<file path="src/common/bdp_defines.svh">
// Offsets, field positions, response codes and timing counts of the break and
// dead-time protection block. Included by the package and the design files.
`ifndef BDP_DEFINES_SVH
`define BDP_DEFINES_SVH

`define BDP_NCH        3
`define BDP_AW         12
`define BDP_DT_W       10

`define BDP_ADDR_BDTR  12'h044
`define BDP_ADDR_CHCFG 12'h048
`define BDP_ADDR_CMPM  12'h04c
`define BDP_ADDR_STAT  12'h050

`define BDP_RESP_OKAY  2'b00
`define BDP_RESP_DEC   2'b11

`define BDP_F_MOE      15
`define BDP_F_AOE      14
`define BDP_F_BKP      13
`define BDP_F_BKE      12
`define BDP_F_RUN_OFFSTATE_SEL     11
`define BDP_F_IDLE_OFFSTATE_SEL     10
`define BDP_F_LOCK     8

`define BDP_C_OUT_EN   0
`define BDP_C_COMP_EN  1
`define BDP_C_OUT_POL  2
`define BDP_C_COMP_POL 3
`define BDP_C_IDLE_OUT 4
`define BDP_C_IDLE_CMP 5
`define BDP_C_IS_OUT   6
`define BDP_C_PRELOAD  7

`define BDP_DT_OFS64   7'h40
`define BDP_DT_OFS32   6'h20

`define BDP_CLK_NS     40
`define BDP_DEADTIME_BASE_PERIOD_NS    40
`define BDP_DEADTIME_BASE_PERIOD_CYC   ((`BDP_DEADTIME_BASE_PERIOD_NS + `BDP_CLK_NS - 1) / `BDP_CLK_NS)

`endif

</file>
<file path="src/common/bdp_pkg.sv">
// Types shared by the protection block and its dead-time generator.
// Assumes the constants header is on the include path.
`include "bdp_defines.svh"

package bdp_pkg;

  typedef enum logic [1:0] {
    BDP_LK_NONE = 2'b00,
    BDP_LK_L1   = 2'b01,
    BDP_LK_L2   = 2'b10,
    BDP_LK_L3   = 2'b11
  } bdp_lock_t;

  typedef struct packed {
    logic                     brk_s1;
    logic                     brk_s2;
    logic                     main_output_enable;
    logic                     auto_output_enable;
    logic                     break_polarity;
    logic                     break_enable_bit;
    logic                     run_offstate_sel;
    logic                     idle_offstate_sel;
    bdp_lock_t                lock;
    logic                     lock_done;
    logic [7:0]               dtg;
    logic [`BDP_NCH*8-1:0]    chcfg;
    logic [`BDP_NCH*4-1:0]    cmpm;
    logic [`BDP_NCH-1:0]      o_p;
    logic [`BDP_NCH-1:0]      o_n;
    logic [`BDP_NCH-1:0]      oe_n_p;
    logic [`BDP_NCH-1:0]      oe_n_n;
    logic                     bvalid;
    logic [1:0]               bresp;
    logic                     rvalid;
    logic [1:0]               rresp;
    logic [31:0]              rdata;
  } bdp_state_t;

  typedef struct packed {
    logic                 ref_d;
    logic [`BDP_DT_W-1:0] cnt;
    logic                 p;
    logic                 n;
  } bdp_dt_state_t;

endpackage

</file>
<file path="src/logic/bdp_deadtime.sv">
// Dead-time inserter for one complementary output pair.
// Assumes the reference comes from logic on the same clock.
`timescale 1ns/1ns
`include "bdp_defines.svh"

module bdp_deadtime
  import bdp_pkg::*;
(
  input  wire logic                 clk,    // Timer clock.
  input  wire logic                 rst,    // Synchronous reset, active high.
  input  wire logic                 ref_in, // Reference waveform.
  input  wire logic [`BDP_DT_W-1:0] dt,     // Dead time in clock cycles.
  output logic                      out_p,  // Main output, before polarity.
  output logic                      out_n   // Complementary output.
);

  bdp_dt_state_t s_reg;
  bdp_dt_state_t s_next;

  ////////////////////////////////////////////////////////////////////////////

  // delayed activating edge
  // Both sides drop on a reference change when dt is nonzero; the newly active side waits dt
  // cycles so the two are never on together.
  always_comb begin
    s_next       = s_reg;
    s_next.ref_d = ref_in;
    if (ref_in != s_reg.ref_d) begin
      if (dt == '0) begin
        s_next.p = ref_in;
        s_next.n = ~ref_in;
      end else begin
        s_next.p   = 1'b0;
        s_next.n   = 1'b0;
        s_next.cnt = dt - `BDP_DT_W'(1);
      end
    end else if (s_reg.cnt != '0) begin
      s_next.cnt = s_reg.cnt - `BDP_DT_W'(1);
    end else begin
      s_next.p = ref_in;
      s_next.n = ~ref_in;
    end
  end

  always_ff @(posedge clk) begin
    if (rst) begin
      s_reg <= '0;
    end else begin
      s_reg <= s_next;
    end
  end

  assign out_p = s_reg.p;
  assign out_n = s_reg.n;
endmodule

</file>
<file path="src/logic/bdp_top.sv">
// Break input, main output enable, off-state selection, write protection
// and dead-time control for complementary timer channels, on AXI4-Lite.
// Assumes the counter supplies per-channel references and update pulses.
`timescale 1ns/1ns
`include "bdp_defines.svh"

// Behaviour
// - Break polarity bit selects pin active level
// - Break enable gates pin and clock-fail sources
// - Run: outputs off unless run off-state set
// - Idle: outputs off unless idle off-state set
// - Level 00 protects nothing
// - Level 01 locks idle levels, break, dead-time
// - Level 10 also locks output-channel polarities, off-states
// - Level 11 also locks output-channel compare mode, preload
// - Protection level writable once after reset
// - Dead time derived from eight-bit setting
// - Setting 0xx: value times base period
// - Setting 10x: (64+low6) times two periods
// - Setting 110: (32+low5) times eight periods
// - Setting 111: (32+low5) times sixteen periods
// - Active enabled break clears main enable at once
// - Auto enable sets main enable on update
module bdp_top
  import bdp_pkg::*;
(
  input  wire logic                    REF_CLK,       // Timer clock, 25 MHz.
  input  wire logic                    RST,           // Synchronous reset.
  input  wire logic [`BDP_AW-1:0]      AXI_AWADDR,    // Write address.
  input  wire logic                    AXI_AWVALID,   // Write address valid.
  output logic                         AXI_AWREADY,   // Write address ready.
  input  wire logic [31:0]             AXI_WDATA,     // Write data.
  input  wire logic [3:0]              AXI_WSTRB,     // Write byte strobes.
  input  wire logic                    AXI_WVALID,    // Write data valid.
  output logic                         AXI_WREADY,    // Write data ready.
  output logic [1:0]                   AXI_BRESP,     // Write response.
  output logic                         AXI_BVALID,    // Write response valid.
  input  wire logic                    AXI_BREADY,    // Write response ready.
  input  wire logic [`BDP_AW-1:0]      AXI_ARADDR,    // Read address.
  input  wire logic                    AXI_ARVALID,   // Read address valid.
  output logic                         AXI_ARREADY,   // Read address ready.
  output logic [31:0]                  AXI_RDATA,     // Read data.
  output logic [1:0]                   AXI_RRESP,     // Read response.
  output logic                         AXI_RVALID,    // Read data valid.
  input  wire logic                    AXI_RREADY,    // Read data ready.
  input  wire logic                    BRK_PIN,       // Break pin, asynchronous.
  input  wire logic                    CLK_FAIL,      // Clock monitor failure.
  input  wire logic                    UPDATE_EVT,    // Update event pulse.
  input  wire logic [`BDP_NCH-1:0]     OC_REF,        // Channel references.
  output logic [`BDP_NCH-1:0]          CH_OUT,        // Channel outputs.
  output logic [`BDP_NCH-1:0]          CH_COMP,       // Complementary outputs.
  output logic [`BDP_NCH-1:0]          CH_OUT_OE_N,   // Output enables, low on.
  output logic [`BDP_NCH-1:0]          CH_COMP_OE_N,  // Comp. enables, low on.
  output logic                         MAIN_OUT_EN,   // Main output enable.
  output logic [`BDP_NCH*3-1:0]        COMPARE_MODE,  // Compare mode per channel.
  output logic [`BDP_NCH-1:0]          PRELOAD_EN     // Compare preload enables.
);

  bdp_state_t             s_reg;
  bdp_state_t             s_next;
  logic                   pin_act;
  logic                   brk_act;
  logic                   moe_eff;
  logic                   wr;
  logic                   rd;
  logic [`BDP_AW-1:0]     waddr;
  logic [`BDP_AW-1:0]     raddr;
  logic [31:0]            wd;
  logic [`BDP_DT_W-1:0]   dt_cyc;
  logic [`BDP_NCH-1:0]    dead_p;
  logic [`BDP_NCH-1:0]    dead_n;

  ////////////////////////////////////////////////////////////////////////////

  function automatic logic [31:0] reg_word(bdp_state_t s, logic [`BDP_AW-1:0] a,
                                           logic moe_now, logic brk_now);
    logic [31:0] v;
    v = 32'h0;
    if (a == `BDP_ADDR_BDTR) begin
      v[`BDP_F_MOE]             = moe_now;
      v[`BDP_F_AOE]             = s.auto_output_enable;
      v[`BDP_F_BKP]             = s.break_polarity;
      v[`BDP_F_BKE]             = s.break_enable_bit;
      v[`BDP_F_RUN_OFFSTATE_SEL]            = s.run_offstate_sel;
      v[`BDP_F_IDLE_OFFSTATE_SEL]            = s.idle_offstate_sel;
      v[`BDP_F_LOCK+1:`BDP_F_LOCK] = s.lock;
      v[7:0]                    = s.dtg;
    end else if (a == `BDP_ADDR_CHCFG) begin
      v[`BDP_NCH*8-1:0] = s.chcfg;
    end else if (a == `BDP_ADDR_CMPM) begin
      v[`BDP_NCH*4-1:0] = s.cmpm;
    end else if (a == `BDP_ADDR_STAT) begin
      v[1:0] = {s.lock_done, brk_now};
    end
    return v;
  endfunction

  function automatic logic addr_ok(logic [`BDP_AW-1:0] a);
    return (a == `BDP_ADDR_BDTR) || (a == `BDP_ADDR_CHCFG) ||
           (a == `BDP_ADDR_CMPM) || (a == `BDP_ADDR_STAT);
  endfunction

  function automatic logic [`BDP_DT_W-1:0] dt_units(logic [7:0] g);
    logic [`BDP_DT_W-1:0] u;
    u = '0;
    casez (g[7:5])
      3'b0??: u = `BDP_DT_W'(g);
      3'b10?: u = `BDP_DT_W'({`BDP_DT_OFS64 + {1'b0, g[5:0]}, 1'b0});
      3'b110: u = `BDP_DT_W'({`BDP_DT_OFS32 + {1'b0, g[4:0]}, 3'b000});
      default: u = `BDP_DT_W'({`BDP_DT_OFS32 + {1'b0, g[4:0]}, 4'h0});
    endcase
    return u;
  endfunction

  ////////////////////////////////////////////////////////////////////////////

  assign pin_act = s_reg.break_polarity ? s_reg.brk_s2 : ~s_reg.brk_s2;
  assign brk_act = s_reg.break_enable_bit & (pin_act | CLK_FAIL);
  // immediate enable clear
  // The gate drops the enable in the same cycle, ahead of the register.
  assign moe_eff = s_reg.main_output_enable & ~brk_act;
  assign dt_cyc  = `BDP_DT_W'(dt_units(s_reg.dtg) * `BDP_DEADTIME_BASE_PERIOD_CYC);

  assign waddr = {AXI_AWADDR[`BDP_AW-1:2], 2'b00};
  assign raddr = {AXI_ARADDR[`BDP_AW-1:2], 2'b00};
  // Address and data are only taken together, so neither can be lost.
  assign wr    = AXI_AWVALID & AXI_WVALID & ~s_reg.bvalid;
  assign rd    = AXI_ARVALID & ~s_reg.rvalid;

  always_comb begin
    logic [31:0] cur;
    cur = reg_word(s_reg, waddr, s_reg.main_output_enable, brk_act);
    for (int b = 0; b < 4; b++) begin
      wd[b*8 +: 8] = AXI_WSTRB[b] ? AXI_WDATA[b*8 +: 8] : cur[b*8 +: 8];
    end
  end

  always_comb begin
    logic [7:0] cf;
    logic [7:0] nc;
    logic       lk;
    s_next        = s_reg;
    s_next.brk_s1 = BRK_PIN;
    s_next.brk_s2 = s_reg.brk_s1;
    cf = 8'h00;
    nc = 8'h00;
    lk = 1'b0;
    if (s_reg.bvalid && AXI_BREADY) begin
      s_next.bvalid = 1'b0;
    end
    if (s_reg.rvalid && AXI_RREADY) begin
      s_next.rvalid = 1'b0;
    end
    if (wr) begin
      s_next.bvalid = 1'b1;
      s_next.bresp  = addr_ok(waddr) ? `BDP_RESP_OKAY : `BDP_RESP_DEC;
      if (waddr == `BDP_ADDR_BDTR) begin
        s_next.main_output_enable = wd[`BDP_F_MOE];
        if (s_reg.lock == BDP_LK_NONE) begin
          s_next.auto_output_enable = wd[`BDP_F_AOE];
          s_next.break_polarity = wd[`BDP_F_BKP];
          s_next.break_enable_bit = wd[`BDP_F_BKE];
          s_next.dtg = wd[7:0];
        end
        if (s_reg.lock != BDP_LK_L2 && s_reg.lock != BDP_LK_L3) begin
          s_next.run_offstate_sel = wd[`BDP_F_RUN_OFFSTATE_SEL];
          s_next.idle_offstate_sel = wd[`BDP_F_IDLE_OFFSTATE_SEL];
        end
        if (!s_reg.lock_done) begin
          s_next.lock = bdp_lock_t'(wd[`BDP_F_LOCK+1:`BDP_F_LOCK]);
        end
        s_next.lock_done = 1'b1;
      end else if (waddr == `BDP_ADDR_CHCFG) begin
        for (int i = 0; i < `BDP_NCH; i++) begin
          cf = s_reg.chcfg[i*8 +: 8];
          nc = wd[i*8 +: 8];
          if (s_reg.lock != BDP_LK_NONE) begin
            nc[`BDP_C_IDLE_OUT] = cf[`BDP_C_IDLE_OUT];
            nc[`BDP_C_IDLE_CMP] = cf[`BDP_C_IDLE_CMP];
          end
          if ((s_reg.lock == BDP_LK_L2 || s_reg.lock == BDP_LK_L3) &&
              cf[`BDP_C_IS_OUT]) begin
            nc[`BDP_C_OUT_POL]  = cf[`BDP_C_OUT_POL];
            nc[`BDP_C_COMP_POL] = cf[`BDP_C_COMP_POL];
          end
          lk = (s_reg.lock == BDP_LK_L3) && cf[`BDP_C_IS_OUT];
          if (lk) begin
            nc[`BDP_C_PRELOAD] = cf[`BDP_C_PRELOAD];
          end
          s_next.chcfg[i*8 +: 8] = nc;
        end
      end else if (waddr == `BDP_ADDR_CMPM) begin
        for (int i = 0; i < `BDP_NCH; i++) begin
          if (!(s_reg.lock == BDP_LK_L3 && s_reg.chcfg[i*8 + `BDP_C_IS_OUT])) begin
            s_next.cmpm[i*4 +: 4] = {1'b0, wd[i*4 +: 3]};
          end
        end
      end
    end
    if (s_reg.auto_output_enable && UPDATE_EVT && !brk_act) begin
      s_next.main_output_enable = 1'b1;
    end
    if (brk_act) begin
      s_next.main_output_enable = 1'b0;
    end
    if (rd) begin
      s_next.rvalid = 1'b1;
      s_next.rresp  = addr_ok(raddr) ? `BDP_RESP_OKAY : `BDP_RESP_DEC;
      s_next.rdata  = reg_word(s_reg, raddr, moe_eff, brk_act);
    end
    for (int i = 0; i < `BDP_NCH; i++) begin
      cf = s_reg.chcfg[i*8 +: 8];
      if (moe_eff) begin
        s_next.oe_n_p[i] = ~(cf[`BDP_C_IS_OUT] & s_reg.run_offstate_sel & cf[`BDP_C_OUT_EN]);
        s_next.oe_n_n[i] = ~(cf[`BDP_C_IS_OUT] & s_reg.run_offstate_sel & cf[`BDP_C_COMP_EN]);
        s_next.o_p[i]    = dead_p[i] ^ cf[`BDP_C_OUT_POL];
        s_next.o_n[i]    = dead_n[i] ^ cf[`BDP_C_COMP_POL];
      end else begin
        s_next.oe_n_p[i] = ~(cf[`BDP_C_IS_OUT] & s_reg.idle_offstate_sel & cf[`BDP_C_OUT_EN]);
        s_next.oe_n_n[i] = ~(cf[`BDP_C_IS_OUT] & s_reg.idle_offstate_sel & cf[`BDP_C_COMP_EN]);
        s_next.o_p[i]    = cf[`BDP_C_IDLE_OUT];
        s_next.o_n[i]    = cf[`BDP_C_IDLE_CMP];
      end
    end
  end

  always_ff @(posedge REF_CLK) begin
    if (RST) begin
      s_reg        <= '0;
      s_reg.oe_n_p <= '1;
      s_reg.oe_n_n <= '1;
    end else begin
      s_reg <= s_next;
    end
  end

  ////////////////////////////////////////////////////////////////////////////

  genvar g;
  generate
    for (g = 0; g < `BDP_NCH; g++) begin : g_ch
      bdp_deadtime u_dt (
        .clk    (REF_CLK),
        .rst    (RST),
        .ref_in (OC_REF[g]),
        .dt     (dt_cyc),
        .out_p  (dead_p[g]),
        .out_n  (dead_n[g])
      );
      assign COMPARE_MODE[g*3 +: 3] = s_reg.cmpm[g*4 +: 3];
      assign PRELOAD_EN[g]          = s_reg.chcfg[g*8 + `BDP_C_PRELOAD];
    end
  endgenerate

  assign AXI_AWREADY  = wr;
  assign AXI_WREADY   = wr;
  assign AXI_BVALID   = s_reg.bvalid;
  assign AXI_BRESP    = s_reg.bresp;
  assign AXI_ARREADY  = rd;
  assign AXI_RVALID   = s_reg.rvalid;
  assign AXI_RRESP    = s_reg.rresp;
  assign AXI_RDATA    = s_reg.rdata;
  assign CH_OUT       = s_reg.o_p;
  assign CH_COMP      = s_reg.o_n;
  assign CH_OUT_OE_N  = s_reg.oe_n_p;
  assign CH_COMP_OE_N = s_reg.oe_n_n;
  assign MAIN_OUT_EN  = moe_eff;

  ////////////////////////////////////////////////////////////////////////////

  logic wr_bdtr;
  assign wr_bdtr = wr && (waddr == `BDP_ADDR_BDTR);
endmodule
</file>
<file path="config.mk">
export PLATFORM = sky130hd
export DESIGN_NAME = bdp_top
export DESIGN_NICKNAME = d
export VERILOG_FILES = /design/src/common/bdp_pkg.sv /design/src/logic/bdp_deadtime.sv /design/src/logic/bdp_top.sv
export VERILOG_INCLUDE_DIRS = /design/src /design/src/common
export SDC_FILE = /design/constraint.sdc
export NUM_CORES = 1
export LEC_CHECK = 0
export ABC_AREA = 1
export ABC_CLOCK_PERIOD_IN_PS = 2400
export BUFFER_PORTS_ARGS = -buffer_cell sky130_fd_sc_hd__buf_2
export CORE_AREA = 2 2 139 141
export CTS_CLUSTER_SIZE = 24
export DETAILED_ROUTE_END_ITERATION = 8
export DIE_AREA = 0 0 141 143
export SLEW_MARGIN = 20
export SYNTH_ARGS = -nofsm -noshare
export SYNTH_HDL_FRONTEND = slang
export SYNTH_SLANG_ARGS = --single-unit
</file>
<file path="constraint.sdc">
create_clock -name REF_CLK -period 2.4 [get_ports REF_CLK]
set_input_delay 0.12 -clock REF_CLK [delete_from_list [all_inputs] [get_ports REF_CLK]]
set_output_delay 0.12 -clock REF_CLK [all_outputs]
set_load 0.02 [all_outputs]
</file>
* After elaboration in Yosys (flattened, before gate mapping)
Cells that the tools add are included.
** Storage, ports and cells
- Bits in registers :: 133
- Input bits :: 73
- Logic and storage cells :: 259
** Operators by class
- Add/sub/neg operators :: 6
- Eq/ne operators :: 24
- Multiplexer cells :: 70
- Bitwise gates (word level) :: 60
- Reductions and logical operators :: 54
** Operators with widths (number)
- two-way mux 12 bit :: 8
- equality test 10 x 5 -> 1 bit, second input constant :: 8
- two-way mux 53 bit :: 1
- two-way mux 10 bit :: 4
- two-way mux 8 bit :: 5
- subtractor 10 x 1 -> 10 bit, second input constant :: 4
- two-way mux 2 bit :: 18
- two-way mux 36 bit :: 1
- two-way mux 35 bit :: 1
- two-way mux 16 bit :: 2
- NOT 1 bit :: 30
- case mux 10 bit (3 select lines) :: 1
- AND reduction 5 bit :: 6
- nonzero test 10 bit :: 3
- two-way mux 24 bit :: 1
- AND reduction 4 bit :: 6
- AND 1 bit :: 23
- two-way mux 11 bit :: 2
- two-way mux 1 bit :: 19
- two-way mux 17 bit :: 1
- nonzero test 2 bit :: 8
- two-way mux 3 bit :: 5
- AND reduction 3 bit :: 4
- logical AND 1 bit :: 11
- other kinds (17) :: 42

* Longest topological paths before layout
Gate-level depths: netlist (run 1).
- Depth in word-level cells :: 11
- Depth in mapped cells :: 16

* Cells and area by module
From an unflattened synthesis (run 1), not the netlist that was laid out.
** Unflattened totals
- Cell total of the unflattened synthesis :: 1282
- Area, all modules :: 8444.3 µm²
** Modules (own cells, without submodules)
- bdp_top :: times used 1, cells an instance 811, area an instance 5467.7 µm², seq. area each 1841.8 µm²
- bdp_deadtime :: times used 3, cells an instance 157, area an instance 992.2 µm², seq. area each 260.2 µm²

* Worst setup path after synthesis (run 1)
Ideal clock, no wire load.
- Kind :: flip-flop to flip-flop
- Start point :: reg s_reg[93] in the netlist's numbering
- End point :: reg g_ch[0].u_dt.s_reg[9] in the netlist's numbering
- Arrival :: 1.778 ns
- Path slack :: 0.507 ns
- Stages on the path, launching flop included :: 16
- Clock period less this slack :: 1.893 ns
- Cells stage by stage :: dfxtp_1 > buf_6 > inv_4 > nand2_1 > nand2_1 > inv_1 > ha_1 > nand2_1 > nand3b_1 > nor2_1 > nand3_4 > nand2_2 > nand2_4 > buf_6 > o21ai_1 > nor2_1
** Between the ends
- Cells in the longest elaborated chain, start to end :: 5
- Elaborated cells on any way between the ends :: 10
** Ends and longest elaborated chain
- from (decl) :: line bdp_top.sv:59 : bdp_state_t s_reg;
- from (signal assigned) :: line bdp_top.sv:233 : s_reg <= s_next;
- equality test 3 bit, or another cell as far along :: line bdp_top.sv:106 : casez (g[7:5])
- case mux 10 bit (3 select lines) (*) :: line bdp_top.sv:106
- subtractor 10 x 1 -> 10 bit / logical NOT 10 bit (equally long branches) :: line bdp_deadtime.sv:35, bdp_deadtime.sv:29
- two-way mux 10 bit / != test 2 bit (equally long branches)
- two-way mux 12 bit / AND reduction 2 bit (equally long branches)
- to (signal assigned) :: line bdp_deadtime.sv:49 : s_reg <= s_next;
- to (decl) :: line bdp_deadtime.sv:17 : bdp_dt_state_t s_reg;
Every way passes the cells marked *; elsewhere a longest branch is shown, timed or not. The select of a mux whose other input is x is not followed.
A chain may end at the register's enable or synchronous reset.

* Final worst setup path (run 1)
- Start point :: reg s_reg[93] in the netlist's numbering
- End point :: reg g_ch[1].u_dt.s_reg[9] in the netlist's numbering
** Between the ends
- Cells in the longest elaborated chain, start to end :: 5
- Elaborated cells on any way between the ends :: 10
** Ends and longest elaborated chain (line)
- equality test 3 bit, or another cell as far along :: bdp_top.sv:106
- case mux 10 bit (3 select lines) (*) :: bdp_top.sv:106
- subtractor 10 x 1 -> 10 bit / logical NOT 10 bit (equally long branches) :: bdp_deadtime.sv:35, bdp_deadtime.sv:29
- two-way mux 10 bit / != test 2 bit (equally long branches)
- two-way mux 12 bit / AND reduction 2 bit (equally long branches)
- to (signal assigned) :: bdp_deadtime.sv:49
- to (decl) :: bdp_deadtime.sv:17
Marked as above.

==> metrics.md, run 1 <==
| Metric | Value |
|---|---|
| Status | finished clean |
| EDFF count, synth | 0 |
| Cells after synthesis | between 1000 and 1500 |
| Net count, final | 1330 |
| Met2 wire length | 9900 um |
| Post-route ant nets | 0 |
| Setup bufs post-CTS | 0 |
| Starting Density | 0.422 |
| Worst slew margin | 0.387 |
| Die height | about 140 um |
| Final setup violation count | 0 |
| F_max | 452 MHz |
| Skew final | 0.00827 ns |
| I/O pin cnt | 139 |
| Leakage power figure | 4.27 nW |
| First DRT Iteration DRCs | between 600 and 700 |
| #FFs+latches synth | 131 |
| First-pass GRT wire length | 36300 um |
| Leading register cell type out of synthesis | dfxtp_1 |
| Synth area leaders | dfxtp_1 33%, nand2_1 13%, inv_1 6.7%, nand3_1 6.5%, buf_4 6.0% |
| Remaining Overflow, GRT | 0 |
| DR WL/cell | 15.2 um |
| Mapped Area | 0.00785 mm^2 |
| Post-synth top cells | 262 x nand2_1, 140 x inv_1, 131 x dfxtp_1 |
| Switching power | 1.70 mW |
| Clock sink count | approximately 130 |
| Cell row count | 50 |
| Die area | just over 0.02 mm^2 |
| Kind of critical path | reg -> reg |
| Count of final hold-check violations | 0 |
| H-tree depth | 4 |
| WP data arrival | ~2.6 ns |
| Worst-margin pin slew | approximately 0.92 ns |
| Pwr Density | ~660 mW/mm^2 |
| Min Tclk post-route | 2.21 ns |
| # diodes | 0 |
| Most frequent cell after synthesis | nand2_1 |
| Vias per cell | between 5 and 6 |
| CTS tree | yes |
| Post-detail-place hpwl | 16600 um |
| Max_cap viols | 0 |
| Pin count of the biggest net entering global routing | 75 |
| Logic pwr share | 0.156 |
| Period utilisation layout | 0.923 |
| Residual DRC | 0 |
| Setup TNS | 0 ns |
| Sw frac | 0.285 |
| Vias in the first global route | 6976 |
| Area grow syn2layout | 14.7% |
| Largest register FFs | 39 |
| Worst-case clock buffer depth | 2 |
| Syn avg cell area | 6.68 um^2 |
| CTS Buf Count | 17 |
| Ys async rst share | 0 |
| TritonRoute pass-1 iters | 5 |
| All-Layer GR Usage | 0.230 |
| Final wirelength | 22700 um |
| Peak supply drop | 475 uV |
| Int Pwr | 4.25 mW |
| Startpoint types | flip-flop |
| Post-Place Cell Area | 0.00826 mm^2 |
| Netlist cell types | between 50 and 60 |
| CTS Root Cell | clkbuf_16 |
| RD Place Congestion | 0.913 |
| Worst path required time | 2.75 ns |
| Top Layer Used | met4 |
| Sequential fraction of the synthesis area | 0.334 |
| Clock-pin slew on the worst setup and hold paths | 0.06 ns |
| Core Area | 0.0186 mm^2 |
| Sequential share of power | 0.401 |
| Final Max Tran Viols | 0 |
| I/O Buffers | 117 |
| Hold crit path type | in -> reg |
| Clock latency on the worst-skew pair | 0.43 ns |
| Post-Layout Inst Area | 0.00900 mm^2 |
| Crit Path Max Fanout | 13 |
| Cell taking the most area after synthesis | dfxtp_1 |
| Warnings, synthesis | 0 |
| WL met3 | approximately 1500 um |
| Synth top area share | 0.334 |
| Layout cell share with drive strength beyond 1 | 0.191 |
| Crit. End Element | flip-flop |
| Antenna violations before repair | 0 |
| Unrepaired setup endpoints after global routing | false |
| Vias | roughly 7700 |
| Die width | 141 um |
| Wl on met1 | 11000 um |
| Clock power share | 0.443 |
[per-layer routing]
layer,vias up,GRT usage
met1,3514,0.321
met4,0,0.0658
met3,30,0.0443
met2,253,0.362
li1,3880,-
met5,-,0
[cell usage in the layout (no fill, tap or decap), types with 8 or more instances in the layout]
cell type	n
dfxtp_1	130
inv_2	10
nand4_1	10
o21ai_1	13
buf_4	19
nand2_1	262
nor3_1	10
o21ai_0	67
inv_1	140
nor2_1	106
nand2_2	8
clkbuf_16	17
dlygate4sd3_1	14
o22ai_1	8
a21oi_1	83
buf_2	117
nand3_1	102
conb_1	8
xor2_1	12
[cell families after synthesis]
group / count (synthesis) / share of synthesized area
simple gates: 542 / 0.315
compound gates: 217 / 0.157
mux: 1 / 0.00128
other cells: 1 / 0.000478
buf+inv: 259 / 0.162
xor+xnor: 19 / 0.0212
flops: 131 / 0.334
fa+ha+maj: 5 / 0.00797
[timing repair]
| action | 4_1_cts | 5_1_grt |
|---|---|---|
| gates resized for setup | 0 | 1 |
| hold endpoints to repair | 15 | 0 |
| hold buffers | 14 | 0 |
| endpoints found under the setup margin | 0 | 7 |
[critical path, cell delays in order, from the launching register on]
cell and delay (ns):
dfxtp_1 0.49, inv_4 0.10, nand2_1 0.09, nand2_1 0.05, inv_1 0.07, ha_1 0.13, nand2_1 0.04, nand3b_1 0.15
nor2_1 0.22, nand3_4 0.13, nand2_2 0.09, nand2_4 0.13, clkinv_2 0.19, nand2_1 0.10, a21oi_2 0.14
[worst paths after layout]
kind,start,end,slack (ns),cells after the start
worst max register to register,s_reg[93],g_ch[1].u_dt.s_reg[9],0.19,14
worst min register to register,s_reg[70],CH_OUT_OE_N[1],0.41,1
worst min-delay path,AXI_WDATA[7],s_reg[93],0.01,5
worst max-delay path,s_reg[93],g_ch[1].u_dt.s_reg[9],0.19,14
[through the flow]
stage	worst slack (ns)	power, mW	cells	hold WS, ns	util
5_1_grt	0.0113	6.22	1498	0.0397	0.484
6_report	0.186	5.95	1498	0.0137	0.484
3_5_place_dp	0.250	3.34	1453	0.375	0.445
3_3_place_gp	0.275	3.32	1453	0.376	0.445
2_1_floorplan	0.507	3.14	1182	0.227	-
4_1_cts	0.148	5.98	1498	0.00971	0.484
[power by group through the flow]
stage | sequential [mW] | combinational [mW] | clock [mW]
3_3_place_gp | 2.43 | 0.893 | 0
4_1_cts | 2.39 | 0.928 | 2.66
6_report | 2.39 | 0.930 | 2.63
3_5_place_dp | 2.43 | 0.904 | 0
2_1_floorplan | 2.41 | 0.731 | 0
5_1_grt | 2.40 | 1.05 | 2.76
[final cells by class]
class | count | area [um^2]
fill | 1918 | 9580
multi-input combinational | 792 | 3980
sequential | 131 | 2620
timing repair buffer | 152 | 908
inverter | 158 | 601
clock buffer | 20 | 467
tap | 234 | 293
clock inverter | 11 | 126
Note: power is estimated with default switching activity, not from simulation.
==> run 2, diff against run 1 <==
--- a/config.mk
+++ b/config.mk
@@ -9,11 +9,12 @@
 export ABC_AREA = 1
 export ABC_CLOCK_PERIOD_IN_PS = 2400
 export BUFFER_PORTS_ARGS = -buffer_cell sky130_fd_sc_hd__buf_2
-export CORE_AREA = 2 2 139 141
+export CORE_AREA = 2 2 144 146
 export CTS_CLUSTER_SIZE = 24
 export DETAILED_ROUTE_END_ITERATION = 8
-export DIE_AREA = 0 0 141 143
+export DIE_AREA = 0 0 146 148
 export SLEW_MARGIN = 20
 export SYNTH_ARGS = -nofsm -noshare
 export SYNTH_HDL_FRONTEND = slang
+export SYNTH_HIERARCHICAL = 1
 export SYNTH_SLANG_ARGS = --single-unit
==> run 2 against run 1 <==
Worst hold slack better by 0.0072 ns. Clock skew is essentially flat. Utilization shrank 0.28 points. Sequential power barely moved. Global-route usage is 0.74 points lower. Die area is 7.2% higher. Combinational power grew 24%. Flip-flop and latch count stayed put. Sequential share of layout area is 2.0 points lower. Critical path type unchanged. Highest routed layer unchanged.
==> metrics.md, run 2 <==
| Metric | Value |
|---|---|
| Area grow syn2layout | 14.3% |
| #FFs+latches synth | 131 (unchanged) |
| TritonRoute pass-1 iters | 5 (unchanged) |
| Final worst slack | 0.242 ns (+0.0556 ns) |
| Status | finished clean |
| CTS Root Cell | clkbuf_16 |
| Post-Place Cell Area | 0.00889 mm^2 (+7.5%) |
| Final setup violation count | 0 (unchanged) |
| Worst path required time | 2.72 ns (-0.03 ns) |
| WP data arrival | 2.48 ns (-0.08 ns) |
| Worst slew margin | 0.583 (+0.196) |
| Startpoint types | flip-flop |
| Ys async rst share | 0 (unchanged) |
| Hold crit path type | in -> reg |
| Largest register FFs | 39 (unchanged) |
| Pin count of the biggest net entering global routing | 25 (-67%) |
| EDFF count, synth | 0 (unchanged) |
| Min Tclk post-route | 2.16 ns (-0.0556 ns) |
| Count of final hold-check violations | 0 (unchanged) |
| Cts hold-fix bufs | 12 (-2) |
| Worst-case clock buffer depth | 2 (unchanged) |
| Clock latency on the worst-skew pair | 0.42 ns (about the same) |
| Commonest non-fill, non-tap cell in the layout | nand2_1 |
| Mapped Area | 0.00844 mm^2 (+7.6%) |
| Period utilisation layout | 0.899 (-0.0232) |
| Peak supply drop | 591 uV (+24%) |
| Residual DRC | 0 (unchanged) |
| # diodes | 0 (unchanged) |
| Leakage power figure | 4.67 nW (+9.4%) |
| Warnings, synthesis | 6 (+6) |
| Layout cell share with drive strength beyond 1 | 0.218 (+0.0275) |
| RD Place Congestion | 0.866 (-5.1%) |
| Final Power | 6.38 mW (+7.2%) |
| Post_cts resized | 0 (unchanged) |
| Core Area | 0.0200 mm^2 (+7.9%) |
| Clock-pin slew on the worst setup and hold paths | 0.06 ns (about the same) |
| Synth top area share | 0.311 (-0.0237) |
| Final wirelength | 23700 um (+4.3%) |
| Pwr Density | 661 mW/mm^2 (about the same) |
| Clock sink count | 131 (unchanged) |
| Multi-input logic area | 0.00445 mm^2 (+12%) |
| Netlist cell types | 40 (-23%) |
| Vias | 8079 (+5.2%) |
| Kind of critical path | reg -> reg |
| Cell taking the most area after synthesis | dfxtp_1 |
| Finished Layout Cells | 1645 (+9.8%) |
| Seq. cell area | 0.00262 mm^2 (about the same) |
| Crit. End Element | flip-flop |
| Starting Density | 0.421 (-0.000831) |
| First DRT Iteration DRCs | 464 (-31%) |
| Post-route ant nets | 0 (unchanged) |
| Vias in the first global route | 7684 (+10%) |
| First-pass GRT wire length | 38400 um (+5.8%) |
| Inst Count DP | 1601 (+10%) |
| Final Max Tran Viols | 0 (unchanged) |
| Die height | 148 um (+3.5%) |
| Cells after synthesis | 1282 (+9.1%) |
| Die width | 146 um (+3.5%) |
| H-tree depth | 4 (unchanged) |
| Place WS | 0.277 ns (+0.0266 ns) |
| All-Layer GR Usage | 0.222 (-0.00742) |
| WL met3 | 1510 um (+2.3%) |
| Fin util | 0.481 (-0.00279) |
| Setup bufs post-CTS | 0 (unchanged) |
| Most frequent cell after synthesis | nand2_1 |
| Antenna violations before repair | 0 (unchanged) |
| Post-synth top cells | 271 x nand2_1, 179 x inv_1, 131 x dfxtp_1 |
| FILL cells | 2114 (+10%) |
| Post-detail-place hpwl | 17300 um (+4.7%) |
| Vias per cell | 4.91 (-4.2%) |
| Most frequent cells in the layout | 271 x nand2_1, 179 x inv_1, 131 x dfxtp_1 |
| Cell row count | 52 (+4.0%) |
| Skew final | 0.00827 ns (+0.00000111 ns) |
| Die area | 0.0216 mm^2 (+7.2%) |
| DR WL/cell | 14.4 um (-5.0%) |
| I/O pin cnt | 139 (unchanged) |
| Post-Layout Inst Area | 0.00965 mm^2 (+7.2%) |
| Crit Path Max Fanout | 7 (-6) |
| Hold_ws | 0.0209 ns (+0.00719 ns) |
| Setup TNS | 0 ns (unchanged) |
| Met2 wire length | 11200 um (+13%) |
| Top Layer Used | met4 |
| Remaining Overflow, GRT | 0 (unchanged) |
| Max_cap viols | 0 (unchanged) |
| Unrepaired setup endpoints after global routing | false |
| F_max | 463 MHz (+2.6%) |
| Synth area leaders | dfxtp_1 31%, nand2_1 12%, inv_1 8.0%, nand3_1 6.7%, nor2_1 5.7% |
| Sequential fraction of the synthesis area | 0.311 (-0.0237) |
| Leading register cell type out of synthesis | dfxtp_1 |
| Syn avg cell area | 6.59 um^2 (-1.3%) |
| Net count, final | 1438 (+8.1%) |
| CTS Buf Count | 17 (unchanged) |
| CTS tree | yes |
| Worst-margin pin slew | 0.623 ns (-0.297 ns) |
| Wl on met1 | 10600 um (-3.8%) |
| I/O Buffers | 117 (unchanged) |
## run 2: changes by cell type after synthesis, moves of 11 or more
cell     delta
a21oi_1    -21
inv_1      +39
nand2_2    +29
nand3_1    +11
nand4_1    +17
nor2_1     +21
nor2_2     +21
o21ai_0    -21
o21ai_1    +23
## run 2: report_power, final
part,switching (mW),leakage [nW],total (mW),internal [mW]
Combinational,0.747,3.30,1.15,0.406
Sequential,0.0806,1.06,2.37,2.29
Clock,1.07,0.307,2.85,1.79
Total,1.89,4.67,6.38,4.48
## run 2: logic make-up after synthesis
group / Yosys count / share of synthesized area
other: 1 / 0.000444
DFF: 131 / 0.311
and+or+nand+nor: 648 / 0.372
adders and majority gates: 3 / 0.00445
xor gates and xnor gates: 15 / 0.0156
AOI/OAI and AO/OA: 193 / 0.131
buffers and inverters: 291 / 0.166
## run 2: critical path, cell delays in order, from the launching register on
cell and delay (ns):
dfxtp_1 0.43, nand2_1 0.14, nor2_1 0.14, inv_1 0.07
o211ai_1 0.47, nor2_1 0.08, nand3_1 0.10, o21ai_2 0.09
nand2_1 0.15, buf_4 0.18, nand2_1 0.06, nor2_1 0.09
nor2_1 0.04
## run 2: final timing paths
check / from / endpoint / slack (ns) / cells past startpoint
worst max-delay path: s_reg[92] / g_ch[2].u_dt/s_reg[10] / 0.24 / 12
worst min-delay path: UPDATE_EVT / s_reg[102] / 0.02 / 3
worst max register to register: s_reg[92] / g_ch[2].u_dt/s_reg[10] / 0.24 / 12
worst min register to register: s_next[103] / s_reg[103] / 0.41 / 2
## run 2: layer usage
layer  up-vias  global-route usage
met5         -                   0
met4         0              0.0743
met3        28              0.0463
met2       230               0.379
met1      3654               0.281
li1       4167                   -
## run 2: layout make-up
type                       count  share of cell area
timing repair buffer         150              0.0895
inverter                     195              0.0759
clock inverter                13              0.0206
clock buffer                  19              0.0459
tap                          270              0.0350
sequential                   131               0.272
multi-input combinational    867               0.461
